===== src/core/abd_map.svh =====
// register offsets, field positions, reset values and counts of the
// auto-baud block; assumes a 32-bit word-aligned register map
`ifndef ABD_MAP_SVH
`define ABD_MAP_SVH
`define ABD_OFF_CTL    8'h00
`define ABD_OFF_LOW    8'h04
`define ABD_OFF_HIGH   8'h08
`define ABD_OFF_RXBUF  8'h0c
`define ABD_OFF_STS    8'h10
`define ABD_OFF_MASK   8'h14
`define ABD_CTL_START  0
`define ABD_CTL_WIDE   1
`define ABD_CTL_HS     2
`define ABD_CTL_WOB    3
`define ABD_CTL_BUSY   4
`define ABD_EV_DONE    0
`define ABD_EV_OVF     1
`define ABD_EV_BRK     2
`define ABD_EV_W       3
`define ABD_CNT_RST    16'h0000
`define ABD_CNT_FIRST  16'h0001
`define ABD_CNT_ONE    16'h0001
`define ABD_CNT_MAX    16'hffff
`define ABD_EDGES_LAST 3'h5
`define ABD_EDGE_ONE   3'h1
`define ABD_DIV512_LAST 9'h1ff
`define ABD_DIV128_LAST 9'h07f
`define ABD_DIV32_LAST  9'h01f
`define ABD_PRE_ONE    9'h001
`endif


===== src/core/abd_pkg.sv =====
// types shared by the auto-baud block; constants live in abd_map.svh
package abd_pkg;
  typedef enum logic [2:0] {
    S_IDLE,
    S_BRK_FALL,
    S_BRK_RISE,
    S_START,
    S_FIRST,
    S_COUNT
  } abd_state_t;
  typedef logic [15:0] rate_count_t;
endpackage


===== src/core/uart_auto_baud_detect.sv =====
// auto-baud measurement of a 55h sync character behind a Wishbone slave
// assumes one 40 MHz clock and a receive pin from outside this domain
//
// Function
// - writing one to the start bit launches the measurement of the line
// - the normal receiver is held idle while the measurement runs
// - count pair starts at the first rising edge after the start bit
// - at the fifth edge keep count, clear start bit, raise receive flag
// - low and high rate registers form one 16-bit counter during measuring
// - counter advances at one eighth of the selected base clock rate
// - counter clock: 00 gives /512, 01 and 10 give /128, 11 gives /32
// - counter starts at one; software subtracts one from the result
// - with wake-on-break set, the character after the break is measured
//
// Added by the designer: the register addresses and register access over Wishbone.
`timescale 1ns/1ps
`include "abd_map.svh"

module uart_auto_baud_detect
  import abd_pkg::*;
(
  input  wire logic        MCLK_IN,     // 40 MHz clock
  input  wire logic        RESET_IN,    // async reset, active high
  input  wire logic        WB_CYC_IN,   // bus cycle
  input  wire logic        WB_STB_IN,   // bus strobe
  input  wire logic        WB_WE_IN,    // write enable
  input  wire logic [7:0]  WB_ADR_IN,   // byte address
  input  wire logic [3:0]  WB_SEL_IN,   // byte enables
  input  wire logic [31:0] WB_DAT_IN,   // write data
  output logic      [31:0] WB_DAT_OUT,  // read data
  output logic             WB_ACK_OUT,  // acknowledge
  input  wire logic        RX_IN,       // receive pin
  output logic             IRQ_OUT,     // level interrupt
  output logic             RXIF_OUT,    // receive interrupt flag
  output logic             RX_HOLD_OUT  // holds receiver idle
);

  function automatic logic [8:0] div_last(input logic wide,
                                          input logic hs);
    logic [8:0] d;
    d = `ABD_DIV128_LAST;
    if (!wide && !hs) begin
      d = `ABD_DIV512_LAST;
    end else if (wide && hs) begin
      d = `ABD_DIV32_LAST;
    end
    return d;
  endfunction

  logic                  rx_m_r;
  logic                  rx_s_r;
  logic                  rx_d_r;
  logic                  rise;
  logic                  fall;
  logic                  tick;
  abd_state_t            state_r;
  abd_state_t            state_nxt;
  rate_count_t           cnt_r;
  rate_count_t           cnt_nxt;
  logic [2:0]            edges_r;
  logic [2:0]            edges_nxt;
  logic [8:0]            pre_r;
  logic [8:0]            pre_nxt;
  logic                  start_r;
  logic                  start_nxt;
  logic                  wide_r;
  logic                  wide_nxt;
  logic                  hs_r;
  logic                  hs_nxt;
  logic                  wob_r;
  logic                  wob_nxt;
  logic [`ABD_EV_W-1:0]  sts_r;
  logic [`ABD_EV_W-1:0]  sts_nxt;
  logic [`ABD_EV_W-1:0]  sts_set;
  logic [`ABD_EV_W-1:0]  mask_r;
  logic [`ABD_EV_W-1:0]  mask_nxt;
  logic                  rxif_r;
  logic                  rxif_nxt;
  logic                  rxif_set;
  logic                  ack_r;
  logic                  ack_nxt;
  logic [31:0]           dat_r;
  logic [31:0]           dat_nxt;
  logic                  irq_r;
  logic                  irq_nxt;
  logic                  hold_r;
  logic                  hold_nxt;
  logic                  req;
  logic                  wr_ok;
  logic                  rd_ok;
  logic [7:0]            wd;

  assign rise  = rx_s_r & ~rx_d_r;
  assign fall  = ~rx_s_r & rx_d_r;
  assign req   = WB_CYC_IN & WB_STB_IN;
  assign wr_ok = req & ack_r & WB_WE_IN & WB_SEL_IN[0];
  assign rd_ok = req & ack_r & ~WB_WE_IN;
  assign wd    = WB_DAT_IN[7:0];
  // prescaler wraps at the eighth of the base rate picked by the two bits
  assign tick  = (state_r == S_COUNT) &&
                 (pre_r == div_last(wide_r, hs_r));

  // two-flop synchroniser on the pin, then one stage for edge detection
  always_ff @(posedge MCLK_IN or posedge RESET_IN) begin
    if (RESET_IN) begin
      rx_m_r <= 1'b1;
      rx_s_r <= 1'b1;
      rx_d_r <= 1'b1;
    end else begin
      rx_m_r <= RX_IN;
      rx_s_r <= rx_m_r;
      rx_d_r <= rx_s_r;
    end
  end

  always_comb begin
    state_nxt = state_r;
    cnt_nxt   = cnt_r;
    edges_nxt = edges_r;
    pre_nxt   = tick ? 9'h000 : pre_r + `ABD_PRE_ONE;
    start_nxt = start_r;
    wide_nxt  = wide_r;
    hs_nxt    = hs_r;
    wob_nxt   = wob_r;
    mask_nxt  = mask_r;
    sts_set   = '0;
    rxif_set  = 1'b0;
    ack_nxt   = req & ~ack_r;
    dat_nxt   = 32'h0000_0000;
    // register writes; the count pair is frozen to software while busy
    if (wr_ok) begin
      unique case (WB_ADR_IN)
        `ABD_OFF_CTL: begin
          if (state_r == S_IDLE) begin
            wide_nxt  = wd[`ABD_CTL_WIDE];
            hs_nxt    = wd[`ABD_CTL_HS];
            wob_nxt   = wd[`ABD_CTL_WOB];
            start_nxt = wd[`ABD_CTL_START];
            if (wd[`ABD_CTL_START]) begin
              // break first when wake-on-break rides with the start bit
              state_nxt = wd[`ABD_CTL_WOB] ? S_BRK_FALL
                                           : S_START;
            end
          end else if (!wd[`ABD_CTL_START]) begin
            start_nxt = 1'b0;
            state_nxt = S_IDLE;
          end
        end
        `ABD_OFF_LOW: begin
          if (state_r == S_IDLE) begin
            cnt_nxt[7:0] = wd;
          end
        end
        `ABD_OFF_HIGH: begin
          if (state_r == S_IDLE) begin
            cnt_nxt[15:8] = wd;
          end
        end
        `ABD_OFF_MASK: begin
          mask_nxt = wd[`ABD_EV_W-1:0];
        end
        default: begin
        end
      endcase
    end
    unique case (state_r)
      S_IDLE: begin
      end
      S_BRK_FALL: begin
        if (fall) begin
          state_nxt = S_BRK_RISE;
        end
      end
      S_BRK_RISE: begin
        if (rise) begin
          state_nxt = S_START;
          sts_set[`ABD_EV_BRK] = 1'b1;
        end
      end
      S_START: begin
        if (fall) begin
          state_nxt = S_FIRST;
        end
      end
      S_FIRST: begin
        if (rise) begin
          state_nxt = S_COUNT;
          cnt_nxt   = `ABD_CNT_FIRST;
          edges_nxt = `ABD_EDGE_ONE;
          pre_nxt   = 9'h000;
        end
      end
      S_COUNT: begin
        if (tick) begin
          // both bytes step as one word whatever the wide bit says
          cnt_nxt = cnt_r + `ABD_CNT_ONE;
          if (cnt_r == `ABD_CNT_MAX) begin
            sts_set[`ABD_EV_OVF] = 1'b1;
          end
        end
        if (rise) begin
          if (edges_r == `ABD_EDGES_LAST - `ABD_EDGE_ONE) begin
            state_nxt = S_IDLE;
            start_nxt = 1'b0;
            rxif_set  = 1'b1;
            sts_set[`ABD_EV_DONE] = 1'b1;
          end else begin
            edges_nxt = edges_r + `ABD_EDGE_ONE;
          end
        end
      end
    endcase
    if (wr_ok && WB_ADR_IN == `ABD_OFF_STS) begin
      sts_nxt = (sts_r & ~wd[`ABD_EV_W-1:0]) | sts_set;
    end else begin
      sts_nxt = sts_r | sts_set;
    end
    // buffer read clears the flag unless a new completion lands now
    rxif_nxt = (rxif_r & ~(rd_ok && WB_ADR_IN == `ABD_OFF_RXBUF))
               | rxif_set;
    if (req && !ack_r && !WB_WE_IN) begin
      unique case (WB_ADR_IN)
        `ABD_OFF_CTL: begin
          dat_nxt[`ABD_CTL_START] = start_r;
          dat_nxt[`ABD_CTL_WIDE]  = wide_r;
          dat_nxt[`ABD_CTL_HS]    = hs_r;
          dat_nxt[`ABD_CTL_WOB]   = wob_r;
          dat_nxt[`ABD_CTL_BUSY]  = (state_r != S_IDLE);
        end
        `ABD_OFF_LOW: begin
          dat_nxt[7:0] = cnt_r[7:0];
        end
        `ABD_OFF_HIGH: begin
          dat_nxt[7:0] = cnt_r[15:8];
        end
        `ABD_OFF_STS: begin
          dat_nxt[`ABD_EV_W-1:0] = sts_r;
        end
        `ABD_OFF_MASK: begin
          dat_nxt[`ABD_EV_W-1:0] = mask_r;
        end
        default: begin
        end
      endcase
    end
    irq_nxt  = |(sts_nxt & mask_nxt);
    hold_nxt = (state_nxt != S_IDLE);
  end

  always_ff @(posedge MCLK_IN or posedge RESET_IN) begin
    if (RESET_IN) begin
      state_r <= S_IDLE;
      cnt_r   <= `ABD_CNT_RST;
      edges_r <= 3'h0;
      pre_r   <= 9'h000;
      start_r <= 1'b0;
      wide_r  <= 1'b0;
      hs_r    <= 1'b0;
      wob_r   <= 1'b0;
      sts_r   <= '0;
      mask_r  <= '0;
      rxif_r  <= 1'b0;
      ack_r   <= 1'b0;
      dat_r   <= 32'h0000_0000;
      irq_r   <= 1'b0;
      hold_r  <= 1'b0;
    end else begin
      state_r <= state_nxt;
      cnt_r   <= cnt_nxt;
      edges_r <= edges_nxt;
      pre_r   <= pre_nxt;
      start_r <= start_nxt;
      wide_r  <= wide_nxt;
      hs_r    <= hs_nxt;
      wob_r   <= wob_nxt;
      sts_r   <= sts_nxt;
      mask_r  <= mask_nxt;
      rxif_r  <= rxif_nxt;
      ack_r   <= ack_nxt;
      dat_r   <= dat_nxt;
      irq_r   <= irq_nxt;
      hold_r  <= hold_nxt;
    end
  end

  assign WB_ACK_OUT  = ack_r;
  assign WB_DAT_OUT  = dat_r;
  assign IRQ_OUT     = irq_r;
  assign RXIF_OUT    = rxif_r;
  assign RX_HOLD_OUT = hold_r;
endmodule // uart_auto_baud_detect


===== config.mk =====
export PLATFORM = sky130hd
export DESIGN_NAME = uart_auto_baud_detect
export DESIGN_NICKNAME = d
export VERILOG_FILES = /design/src/core/abd_pkg.sv /design/src/core/uart_auto_baud_detect.sv
export VERILOG_INCLUDE_DIRS = /design/src /design/src/core
export SDC_FILE = /design/constraint.sdc
export NUM_CORES = 1
export LEC_CHECK = 0
export BUFFER_PORTS_ARGS = -buffer_cell sky130_fd_sc_hd__buf_2
export CORE_MARGIN = 2
export CORE_UTILIZATION = 45
export DETAILED_ROUTE_END_ITERATION = 7
export GPL_TIMING_DRIVEN = 0
export HOLD_SLACK_MARGIN = 0.15
export PLACE_DENSITY = 0.73
export SLEW_MARGIN = 40
export SYNTH_ARGS = -nofsm -noshare
export SYNTH_HDL_FRONTEND = slang
export SYNTH_SLANG_ARGS = --single-unit

===== constraint.sdc =====
create_clock -name MCLK_IN -period 2.1 [get_ports MCLK_IN]
set_clock_uncertainty 0.15 [all_clocks]
set_input_delay 0.63 -clock MCLK_IN [delete_from_list [all_inputs] [get_ports MCLK_IN]]
set_output_delay 0.63 -clock MCLK_IN [all_outputs]
set_load 0.05 [all_outputs]

# == Word-level counts from Yosys, hierarchy flattened ==
# Index checks and enable logic that the tools add are counted.
# op_classes
addsub,3
n_eq_ne,16
mux,52
bitwise_logic,20
n_reduce_logical,19
# ops
op,n
2-to-1 mux 3 bit,17
2-to-1 mux 16 bit,3
2-to-1 mux 8 bit,5
2-to-1 mux 9 bit,4
case mux 16 bit (2 select lines),1
case mux 3 bit (5 select lines),2
"adder 16 x 1 -> 16 bit, second input constant",1
"== test 16 bit, second input constant",1
"== test 8 x 4 -> 1 bit, second input constant",2
"== test 8 x 5 -> 1 bit, second input constant",2
2-to-1 mux 1 bit,14
case mux 3 bit (2 select lines),2
"adder 9 x 1 -> 9 bit, second input constant",1
AND 1 bit,9
"== test 3 bit, second input constant",3
== test 9 bit,1
"== test 8 x 3 -> 1 bit, second input constant",1
zero test 8 bit,1
logical AND 1 bit,7
2-to-1 mux 7 bit,1
AND 3 bit,2
"== test 3 x 2 -> 1 bit, second input constant",2
"inequality test 2 bit, second input constant",3
OR 3 bit,2
14 further kinds,23
# word_totals
register_bits,56
inputBits,50
out_inout_bits,36
word_cells,128

# == Longest topological paths before layout ==
# Gate-level depths: netlist (run 1).
# depth
depth_word,11
depth_mapped,7
ltp_nobuf,7

# == Least setup slack after synthesis (run 1) ==
# No wires, ideal clock.
# synth_path
path_kind,input to register
start,in WB_ADR_IN[5]
end,reg hold_r (netlist: RX_HOLD_OUT)
setup_time_ps,138
t_arrival_ps,2535
required_ps,1812
path_slack_ps,-723
stages,6
n_path_buf,1
cell_sequence,or4_4 or4_4 buf_6 nor3_4 o211ai_2 or4b_1
# synth_via
elab_chain_cells,7
elab_cells_between_ends,11
classes_between,mux (9); reduce/logical (2)
# synth_lines
item,line_no,text
from (decl),uart_auto_baud_detect.sv:27,"input wire logic [7:0] WB_ADR_IN,"
zero test 8 bit (*),uart_auto_baud_detect.sv:132,unique case (WB_ADR_IN)
2-to-1 mux 3 bit (*),uart_auto_baud_detect.sv:132,
2-to-1 mux 3 bit (*),uart_auto_baud_detect.sv:131,if (wr_ok) begin
2-to-1 mux 3 bit,uart_auto_baud_detect.sv:202,if (edges_r == `ABD_EDGES_LAST - `ABD_EDGE_ONE) begin
2-to-1 mux 3 bit,uart_auto_baud_detect.sv:201,if (rise) begin
case mux 3 bit (5 select lines) (*),uart_auto_baud_detect.sv:166,unique case (state_r)
named net state_nxt[2],uart_auto_baud_detect.sv:57,abd_state_t state_nxt;
nonzero test 3 bit (*),uart_auto_baud_detect.sv:247,hold_nxt = (state_nxt != S_IDLE);
named net hold_nxt,uart_auto_baud_detect.sv:87,logic hold_nxt;
to (signal assigned),uart_auto_baud_detect.sv:282,hold_r <= hold_nxt;
to (decl),uart_auto_baud_detect.sv:86,logic hold_r;
# The timed path passes the listed nets; every way through them passes the cells marked *.
# A chain may end at the register's enable or synchronous reset.

# == Final worst setup path (run 1) ==
# layout_path
start,in WB_ADR_IN[6]
end,reg hold_r (netlist: RX_HOLD_OUT)
# Same word-level chain as after synthesis.

==> results of run 1 <==
[final cells by class]
class / count / area [um^2]
fill: 633 / 2880
multi-input combinational: 281 / 1940
inverter: 12 / 60.1
tap: 99 / 124
buffer: 34 / 236
sequential: 56 / 1410
timing repair buffer: 61 / 463
clock buffer: 8 / 100
[power breakdown]
group | switching (mW) | internal [mW]
clock network | 0.351 | 0.302
registers | 0.00712 | 1.09
logic | 0.192 | 0.0884
total | 0.550 | 1.48
[kinds of logic after synthesis]
logic type	share of synthesized area (%)
buf+inv	8.30
fa+ha+maj	1.50
other cells	0.112
xor+xnor	2.09
compound gates	19.3
flops	42.0
mux	3.63
simple gates	23.1
[flip-flops by register name, indices dropped and copies added, names as in the netlist, 3 cells and up]
register / flops
state_r: 3
WB_DAT_OUT: 8
mask_r: 3
edges_r: 3
sts_r: 3
pre_r: 9
cnt_r: 16
[worst max-delay path: cells and delay by family]
kind | cells | cell delay, ns
buffers and inverters | 1 | 0.09
AOI/OAI and AO/OA | 1 | 0.11
and+or+nand+nor | 4 | 1.81
[what timing repair did]
action / CTS / global route
pin swaps: 8 / 10
buffers inserted: 16 / 9
resized for setup: 37 / 28
setup endpoints to repair: 27 / 29
[cells in the final DEF, fill, tap and decap left out, types with 4 or more instances in the layout]
master,n
or3_1,6
buf_6,5
nor3_4,6
a21oi_1,25
inv_1,8
o211ai_1,5
nand2b_1,5
conb_1,24
buf_2,32
buf_4,47
nor3_1,5
and3_1,5
clkbuf_8,7
clkbuf_1,5
xor2_1,6
o21ai_0,7
ha_1,4
mux2_4,4
nand2_1,35
nand3_1,20
a221o_1,12
nand4_1,6
dfrtp_1,52
a31oi_1,4
mux2_2,5
nor2_1,22
[stage by stage]
stage | utilization (%) | cells | hold slack [ns] | setup WS (ns) | TNS [ns]
after floorplan | - | 385 | 0.195 | -0.689 | -6.77
after global placement | 52.4 | 518 | 0.198 | -0.971 | -19.25
after detailed placement | 53.2 | 520 | 0.197 | -0.970 | -20.07
after CTS | 58.0 | 542 | 0.188 | -0.487 | -4.55
after global routing | 60.0 | 551 | 0.197 | -0.531 | -4.68
final | 60.0 | 551 | 0.175 | -0.498 | -4.28
[cells in the mapped netlist (all sizes together) (3+ instances only)]
cell type   n  area (um^2)
buf        25          191
nand2      35          131
ha          4         50.1
a31oi       4         25.0
a221o      12          120
and4        3         26.3
nor2       25         96.4
nand2b      5         31.3
clkbuf     11         41.3
or3         6         37.5
or2         5         31.3
a222oi      3         30.0
mux2        9          101
o21ai      11         55.1
a21oi      26          130
nand3      21          105
and3        5         31.3
nor2b       4         25.0
nor3       12         76.3
dfstp       3         78.8
o211ai      6         50.1
and4b       3         30.0
or4         3         30.0
a32oi       3         26.3
xor2        6         52.6
dfrtp      53         1330
inv        12         45.0
nand4       6         37.5
nor4        4         25.0
[routing by layer]
layer  global-route usage, %  up-vias
met1                    30.1     1532
met2                    35.1      148
met3                    2.68       25
met5                       0        -
met4                    6.92        0
li1                        -     1479
[worst paths after layout]
check / endpoint / slack, ns / depth (start not counted)
setup / recovery: RX_HOLD_OUT / -0.50 / 6
hold / removal: pre_r[3] / 0.18 / 2
setup reg to reg: cnt_r[14] / -0.19 / 6
hold reg to reg: rx_s_r / 0.21 / 0
max in group asynchronous: cnt_r[3] / 1.15 / 3
min in group MCLK_IN: rx_s_r / 0.21 / 0
==> metrics.csv, run 1 <==
stage,metric,value,unit
run_status,status,"complete, but fails checks",
run_status,violated checks,negative setup slack,
clocking,clk sinks,56,
yosys,"Avg Cell Area, Syn",9.25,um^2
clocking,clock root cell,clkbuf_8,
clocking,TritonCTS clock tree,done,
critical_path,Worst setup SP type,input port,
critical_path,slowest cell delay on critical path,0.58,ns
yosys,sequential area share after synthesis,42.0,%
timing,"Period Utilization, post-route",124,%
clocking,H-Tree Depth,2,
critical_path,nature of the critical path endpoint,flop,
clocking,number of buffers created by CTS,5,
cells_and_area,Layout area overhead,29.4,%
detailed_routing,Routed WL per cell,16.4,um
critical_path,Crit Path Category,input port to flop,
detailed_routing,Detailed Route WL,9.04,mm
detailed_routing,DR vias,3184,
detailed_routing,metal3 WL,591,um
critical_path,"slowest stage cell, crit path",or4_4,
clocking,"Clk Latency, worst-skew pair",0.32,ns
grt,first-pass GRT wire length,14.2,mm
flow_run,Maximum Capacitance Violations,0,
detailed_routing,drc violations,0,
min_path,Hold WC Path Type,input port to async pin,
clocking,Clock transition at path regs,0.11,ns
detailed_routing,Via-to-Cell Ratio,5.78,
timing,final hold violation count,0,
cells_and_area,final antenna diode count,0,
clocking,Max Buffers Root-to-Sink,2,
cells_and_area,fin area,4330,um^2
power_and_ir_drop,Power Density,469,nW/um^2
critical_path,CP max FO,3,
detailed_routing,Metal-1 WL,3.89,mm
grt,vias in the first global route,2878,
die,Core ar.,7210,um^2
timing,Worst slew margin,65.9,%
timing,Final min period,2.60,ns
detailed_routing,drt first pass iters,5,
grt,gr ovfl total,0,
timing,final worst slack,-0.498,ns
die,io pins,86,
die,Horiz. Die Dim,90.2,um
place,placed inst area,3830,um^2
cells_and_area,nets,505,
grt,initial antenna violation count,0,
timing,RSZ-0062 raised after global routing,yes,
cells_and_area,layout cells sized above 1,33.2,%
clocking,# hold bufs at CTS,0,
critical_path,CP Data Required Time,2.13,ns
die,die footprint,8140,um^2
yosys,share of flip-flops with an asynchronous set or reset,100,%
die,die height,90.2,um
timing,Worst Tran Pin Value,0.511,ns
timing,highest clock rate,385,MHz
detailed_routing,Top Layer Used,met4,
yosys,Yosys cell types,62,
critical_path,Worst path most repeated cell,or4_4,
grt,largest net degree at the start of global routing,22,
critical_path,WP data arrival,2.63,ns
yosys,Yosys warnings,0,
grt,Tot GR Track Use,21.6,%
detailed_routing,Routed Antenna Nets,0,
critical_path,Critical R2R Launch,cnt_r[10],
timing,fin. max-slew vios,0,
place,Port Buf Inserts,34,
critical_path,cell breakdown of the critical path,buf_8 -> or4_4 -> or4_4 -> nor3_4 -> o211ai_2 -> or4b_1,
die,site row count,31,
yosys,Yosys reg bits,56,
timing,Finish-stage setup viols,12,
yosys,number of flops mapped to enable cells by yosys,0,
power_and_ir_drop,Worst VDD drop,0.270,mV
die,Initial Utilization,46.4,%
yosys,synthesized area,3350,um^2
critical_path,critical path launch point,WB_ADR_IN[6],
yosys,Mapped Cells,362,
power_and_ir_drop,Final Power,2.03,mW
power_and_ir_drop,Leak,1.91,nW
detailed_routing,Initial DRC Count,327,
place,hpwl dp,6.45,mm
place,gpl congestion,0.919,
detailed_routing,wire length on met2,4.37,mm
yosys,Main synth FF type,dfrtp_1,
(Power assumes the default switching activity.)
==> run 2: changes to the inputs <==
--- a/config.mk
+++ b/config.mk
@@ -12,7 +12,7 @@
 export DETAILED_ROUTE_END_ITERATION = 7
 export GPL_TIMING_DRIVEN = 0
 export HOLD_SLACK_MARGIN = 0.15
-export PLACE_DENSITY = 0.73
+export PLACE_DENSITY = 0.71
 export SLEW_MARGIN = 40
 export SYNTH_ARGS = -nofsm -noshare
 export SYNTH_HDL_FRONTEND = slang
==> constraint.sdc (replaced) <==
create_clock -name MCLK_IN -period 3.4 [get_ports MCLK_IN]
set_clock_uncertainty 0.15 [all_clocks]
set_input_delay 1.02 -clock MCLK_IN [delete_from_list [all_inputs] [get_ports MCLK_IN]]
set_output_delay 1.02 -clock MCLK_IN [all_outputs]
set_load 0.05 [all_outputs]
==> run 2 against run 1 <==
Compared with the run above: the flow now finishes without violations; worst setup slack gained 0.76 ns; cell area decreased by 11%; clock power fell by 44%; largest cell class unchanged; critical path type unchanged; final cell count is 4.4% lower; largest power group unchanged; non-clock buffer count fell by 24.
==> metrics.csv, run 2 (synthesis results as in run 1) <==
stage,metric,value,unit,change
run_status,status,completed,,"was complete, but fails checks"
timing,RSZ-0062 raised after global routing,no,,was yes
detailed_routing,drc violations,0,,unchanged
clocking,post-cts sizing count,0,,was 37
flow_run,Maximum Capacitance Violations,0,,unchanged
timing,Final min period,3.14,ns,
critical_path,critical path launch point,WB_ADR_IN[5],,was WB_ADR_IN[6]
critical_path,Crit Path Category,input port to flop,,unchanged
cells_and_area,Filler cells,688,,was 633
cells_and_area,layout cells sized above 1,22.7,%,was 33.2%
cells_and_area,Layout area overhead,14.8,%,was 29.4%
detailed_routing,Routed WL per cell,15.4,um,was 16.4 um
critical_path,cell breakdown of the critical path,buf_2 -> or4_4 -> or4_4 -> buf_6 -> nor3_4 -> o211ai_2 -> or4b_1,,was buf_8 -> or4_4 -> or4_4 -> nor3_4 -> o211ai_2 -> or4b_1
detailed_routing,Detailed Route WL,8.11,mm,was 9.04 mm
clocking,"Clk Latency, worst-skew pair",0.31,ns,was 0.32 ns
critical_path,WP data arrival,3.17,ns,was 2.63 ns
timing,final worst slack,0.261,ns,was -0.498 ns
clocking,clock root cell,clkbuf_8,,unchanged
die,site row count,31,,unchanged
place,gpl congestion,0.892,,was 0.919
critical_path,critical path's top delay family,simple AND/OR/NAND/NOR gates,,unchanged
cells_and_area,nets,481,,was 505
timing,Total Neg Setup Slack,0,ns,was -4.28 ns
timing,Worst Tran Pin Value,0.769,ns,was 0.511 ns
die,Horiz. Die Dim,90.2,um,unchanged
die,Initial Utilization,46.4,%,unchanged
place,placed cell count,519,,was 520
die,die footprint,8140,um^2,unchanged
place,Port Buf Inserts,34,,unchanged
place,hpwl dp,6.19,mm,was 6.45 mm
critical_path,nature of the critical path endpoint,flop,,unchanged
grt,initial antenna violation count,0,,unchanged
timing,Finish-stage setup viols,0,,was 12
timing,"Period Utilization, post-route",92.3,%,
critical_path,Worst setup SP type,input port,,unchanged
timing,highest clock rate,319,MHz,
clocking,# hold bufs at CTS,0,,unchanged
detailed_routing,Via-to-Cell Ratio,5.58,,was 5.78
power_and_ir_drop,Worst VDD drop,0.177,mV,was 0.270 mV
grt,Tot GR Track Use,19.9,%,was 21.6%
critical_path,"slowest stage cell, crit path",or4_4,,unchanged
critical_path,CP max FO,7,,was 3
grt,first-pass GRT wire length,13.2,mm,was 14.2 mm
cells_and_area,Sequential cell area,1410,um^2,about the same
cells_and_area,fin util,53.3,%,was 60.0%
clocking,Max Buffers Root-to-Sink,2,,unchanged
die,Core ar.,7210,um^2,unchanged
cells_and_area,Biggest register,cnt_r,,unchanged
detailed_routing,drt first pass iters,7,,was 5
critical_path,Worst path most repeated cell,or4_4,,unchanged
min_path,Hold Startpoint,rx_m_r,,
cells_and_area,max reg flops,16,,unchanged
detailed_routing,Routed Antenna Nets,0,,unchanged
cells_and_area,"non-filler cells, final",527,,was 551
critical_path,CP Buf/Inv Count,2,,was 1
critical_path,CP Data Required Time,3.43,ns,was 2.13 ns
min_path,Hold WC Path Type,flop to flop,,was input port to async pin
clocking,TritonCTS clock tree,done,,unchanged
clocking,number of buffers created by CTS,5,,unchanged
critical_path,Critical R2R Launch,state_r[0],,was cnt_r[10]
cells_and_area,"most common cell after layout, fill and taps aside",dfrtp_1,,unchanged
timing,fin. max-slew vios,0,,unchanged
timing,final hold violation count,0,,unchanged
cells_and_area,Multi-input gate area,1760,um^2,was 1940 um^2
power_and_ir_drop,Power Density,311,nW/um^2,was 469 nW/um^2
power_and_ir_drop,Leak,1.68,nW,was 1.91 nW
grt,largest net degree at the start of global routing,38,,was 22
die,die height,90.2,um,unchanged
detailed_routing,Initial DRC Count,258,,was 327
clocking,Clock transition at path regs,0.09,ns,was 0.11 ns
grt,gr ovfl total,0,,unchanged
clocking,Post-CTS Setup Bufs,0,,was 16
timing,Worst slew margin,48.3,%,was 65.9%
cells_and_area,"leading cell types in the layout, fill and taps excluded","dfrtp_1 (53), nand2_1 (35), buf_2 (34)",,"was dfrtp_1 (52), buf_4 (47), nand2_1 (35)"
die,io pins,86,,unchanged
clocking,H-Tree Depth,2,,unchanged
clocking,clk sinks,56,,unchanged
detailed_routing,DR vias,2940,,was 3184
cells_and_area,final antenna diode count,0,,unchanged
critical_path,slowest cell delay on critical path,0.57,ns,was 0.58 ns
grt,vias in the first global route,2708,,was 2878
place,pre-CTS WS,-0.0423,ns,was -0.970 ns
run 2: cell count changes in the layout (fill, tap and decap cells not counted), sizes merged:
| cell | change |
|---|---|
| clkinv | +3 |
| inv | +2 |
| clkinvlp | -2 |
| clkbuf | +2 |
| buf | -29 |
run 2: path summary, 6_finish.rpt:
path | to | slack [ns] | depth (start not counted)
worst max register to register | cnt_r[5] | 0.71 | 6
worst min-delay path | rx_s_r | 0.21 | 0
worst max-delay path | RX_HOLD_OUT | 0.26 | 7
min in group asynchronous | mask_r[0] | 0.48 | 2
worst min register to register | rx_s_r | 0.21 | 0
max in group asynchronous | cnt_r[13] | 2.14 | 3
run 2: area by class of cell:
cell class,count,area share (%)
buffer,36,6.05
sequential,56,36.6
clock buffer,5,1.79
clock inverter,3,0.488
timing repair buffer,35,4.95
tap,99,3.22
inverter,12,1.24
multi-input combinational,281,45.7
run 2: report_power, final:
group | internal, mW | switching (mW)
Clock | 0.144 | 0.222
Combinational | 0.0420 | 0.110
Sequential | 0.672 | 0.00439
run 2: worst register-to-register path, delay by kind of cell (launching register included):
| kind | cells | cell delay, ns |
|---|---|---|
| compound gates | 1 | 0.36 |
| buf+inv | 2 | 0.43 |
| flops | 1 | 0.38 |
| simple gates | 3 | 1.26 |
run 2: metal layers:
layer	vias to the layer above	GRT usage (%)	wire (um)
met1	1401	27.4	3600
li1	1426	-	-
met4	0	4.10	60
met3	5	3.02	481
met2	108	33.3	3970
met5	-	0	0
run 2: through the flow:
step | hold WS (ns) | total power, mW | instance area, um^2
after floorplan | 0.195 | 0.803 | 3430
after detailed placement | 0.198 | 0.841 | 3750
after CTS | 0.212 | 1.21 | 3840
after global routing | 0.221 | 1.24 | 3840
after global placement | 0.197 | 0.836 | 3730
final | 0.211 | 1.20 | 3840
==> run 3: changes to the inputs <==
--- a/config.mk
+++ b/config.mk
@@ -8,11 +8,11 @@
 export LEC_CHECK = 0
 export BUFFER_PORTS_ARGS = -buffer_cell sky130_fd_sc_hd__buf_2
 export CORE_MARGIN = 2
-export CORE_UTILIZATION = 45
+export CORE_UTILIZATION = 53
 export DETAILED_ROUTE_END_ITERATION = 7
 export GPL_TIMING_DRIVEN = 0
 export HOLD_SLACK_MARGIN = 0.15
-export PLACE_DENSITY = 0.71
+export PLACE_DENSITY = 0.81
 export SLEW_MARGIN = 40
 export SYNTH_ARGS = -nofsm -noshare
 export SYNTH_HDL_FRONTEND = slang
==> run 3 against run 2 <==
Compared with the run above: cell area down 0.42%; final cell count down 4.6%; combinational power about the same; sequential share of layout area up 0.16 points; critical path depth unchanged; register-to-register slack better by 0.02 ns; non-clock buffer count unchanged; first-iteration DRC count up 8.1%; critical path type unchanged; largest power group unchanged.
==> metrics.csv, run 3 (synthesis results as in run 1) <==
stage,metric,value,unit,change
grt,vias in the first global route,2841,,was 2708
critical_path,"slowest stage cell, crit path",or4_4,,unchanged
grt,met1 Use GR,31.3,%,was 27.4%
critical_path,CP Data Required Time,3.43,ns,about the same
cells_and_area,max reg flops,16,,unchanged
critical_path,nature of the critical path endpoint,flop,,unchanged
detailed_routing,drt first pass iters,7,,unchanged
grt,GR Layer Usage met3,3.36,%,was 3.02%
timing,final hold violation count,0,,unchanged
timing,Worst Tran Pin Value,0.894,ns,was 0.769 ns
timing,Worst slew margin,39.8,%,was 48.3%
clocking,Clock transition at path regs,0.09,ns,about the same
die,die height,83.5,um,was 90.2 um
detailed_routing,Detailed Route WL,8.44,mm,was 8.11 mm
cells_and_area,"leading cell types in the layout, fill and taps excluded","dfrtp_1 (53), nand2_1 (35), buf_2 (34)",,unchanged
power_and_ir_drop,Worst VDD drop,0.279,mV,was 0.177 mV
detailed_routing,Routed WL per cell,16.8,um,was 15.4 um
clocking,H-Tree Depth,2,,unchanged
grt,largest net degree at the start of global routing,35,,was 38
die,Initial Utilization,55.5,%,was 46.4%
grt,first-pass GRT wire length,13.4,mm,was 13.2 mm
clocking,clock root cell,clkbuf_8,,unchanged
clocking,Max Buffers Root-to-Sink,2,,unchanged
clocking,number of buffers created by CTS,5,,unchanged
timing,RSZ-0062 raised after global routing,no,,unchanged
run_status,status,completed,,unchanged
cells_and_area,fin util,63.5,%,was 53.3%
place,gpl congestion,0.925,,was 0.892
min_path,Hold WC Path Type,flop to flop,,unchanged
detailed_routing,drc violations,0,,unchanged
grt,initial antenna violation count,0,,unchanged
critical_path,WP data arrival,3.19,ns,was 3.17 ns
power_and_ir_drop,Power Density,329,nW/um^2,was 311 nW/um^2
place,hpwl dp,6.33,mm,was 6.19 mm
detailed_routing,DR vias,3127,,was 2940
critical_path,Worst path most repeated cell,or4_4,,unchanged
detailed_routing,Initial DRC Count,279,,was 258
timing,"Period Utilization, post-route",92.8,%,was 92.3%
detailed_routing,Via-to-Cell Ratio,6.22,,was 5.58
cells_and_area,Layout area overhead,14.4,%,was 14.8%
timing,Final min period,3.16,ns,was 3.14 ns
clocking,TritonCTS clock tree,done,,unchanged
clocking,"Clk Latency, worst-skew pair",0.31,ns,about the same
clocking,# hold bufs at CTS,0,,unchanged
timing,Finish-stage setup viols,0,,unchanged
flow_run,Maximum Capacitance Violations,0,,unchanged
die,Horiz. Die Dim,83.5,um,was 90.2 um
detailed_routing,Routed Antenna Nets,0,,unchanged
place,pre-CTS WS,-0.0558,ns,was -0.0423 ns
place,Port Buf Inserts,34,,unchanged
clocking,Post-CTS Setup Bufs,0,,unchanged
cells_and_area,final antenna diode count,0,,unchanged
cells_and_area,Biggest register,cnt_r,,unchanged
die,io pins,86,,unchanged
cells_and_area,nets,481,,unchanged
grt,grt met2 use,38.9,%,was 33.3%
power_and_ir_drop,Leak,1.69,nW,was 1.68 nW
timing,final worst slack,0.243,ns,was 0.261 ns
timing,fin. max-slew vios,0,,unchanged
critical_path,Crit Path Category,input port to flop,,unchanged
clocking,post-cts sizing count,0,,unchanged
timing,highest clock rate,317,MHz,was 319 MHz
critical_path,CP max FO,7,,unchanged
die,Core ar.,6030,um^2,was 7210 um^2
power_and_ir_drop,Final Power,1.26,mW,was 1.20 mW
grt,global route hottest layer,met2,,unchanged
critical_path,slowest cell delay on critical path,0.56,ns,was 0.57 ns
grt,Tot GR Track Use,23.4,%,was 19.9%
clocking,clk sinks,56,,unchanged
cells_and_area,layout cells sized above 1,22.2,%,was 22.7%
critical_path,Worst setup SP type,input port,,unchanged
critical_path,cell breakdown of the critical path,buf_2 -> or4_4 -> or4_4 -> buf_6 -> nor3_4 -> o211ai_2 -> or4b_1,,unchanged
die,site row count,28,,was 31
die,die footprint,6970,um^2,was 8140 um^2
grt,gr ovfl total,0,,unchanged
cells_and_area,"most common cell after layout, fill and taps aside",dfrtp_1,,unchanged
## run 3: changes by cell type in the layout (fill, tap and decap cells not counted), sizes merged
cell    change
bufinv      +1
clkinv      -2
clkbuf      +1
## run 3: per-layer routing
layer	part of all wire [%]	routed length, um
met4	2.9	249
met3	7.9	667
met1	43	3630
met5	0	0
met2	46	3900
## run 3: metrics by stage
step | TNS (ns) | std cells | cell area [um^2] | hold WS (ns)
after global placement | -0.0442 | 494 | 3700 | 0.197
after detailed placement | -0.0764 | 495 | 3720 | 0.198
after CTS | 0 | 503 | 3830 | 0.212
final | 0 | 503 | 3830 | 0.212
after global routing | 0 | 503 | 3830 | 0.223
after floorplan | 0 | 385 | 3430 | 0.195
## run 3: worst paths after layout
check,start,to,slack (ns),cells past startpoint
worst min-delay path,rx_m_r,rx_s_r,0.21,0
worst max-delay path,WB_ADR_IN[5],RX_HOLD_OUT,0.24,7
min in group asynchronous,RESET_IN,edges_r[1],0.51,2
worst max register to register,state_r[0],cnt_r[2],0.73,6
max in group asynchronous,RESET_IN,cnt_r[0],2.13,3
worst min register to register,rx_m_r,rx_s_r,0.21,0
## run 3: final cells by class
cell class	instances	area (um^2)
multi-input cells	281	1750
plain buffers	36	233
clock inverters	2	35.0
inverters	12	47.5
clock buffers	6	72.6
fillers	500	2200
flip-flops and latches	56	1410
repair buffers	35	190
well taps	75	93.8
## run 3: power breakdown
part | internal, mW | switching (mW)
combinational | 0.0421 | 0.111
sequential | 0.672 | 0.00444
clock | 0.219 | 0.210
total | 0.933 | 0.326
## run 3: worst max-delay path: cells and delay by family
family / cells / cell delay, ns
compound gates: 1 / 0.13
simple gates: 4 / 1.77
buf+inv: 2 / 0.26
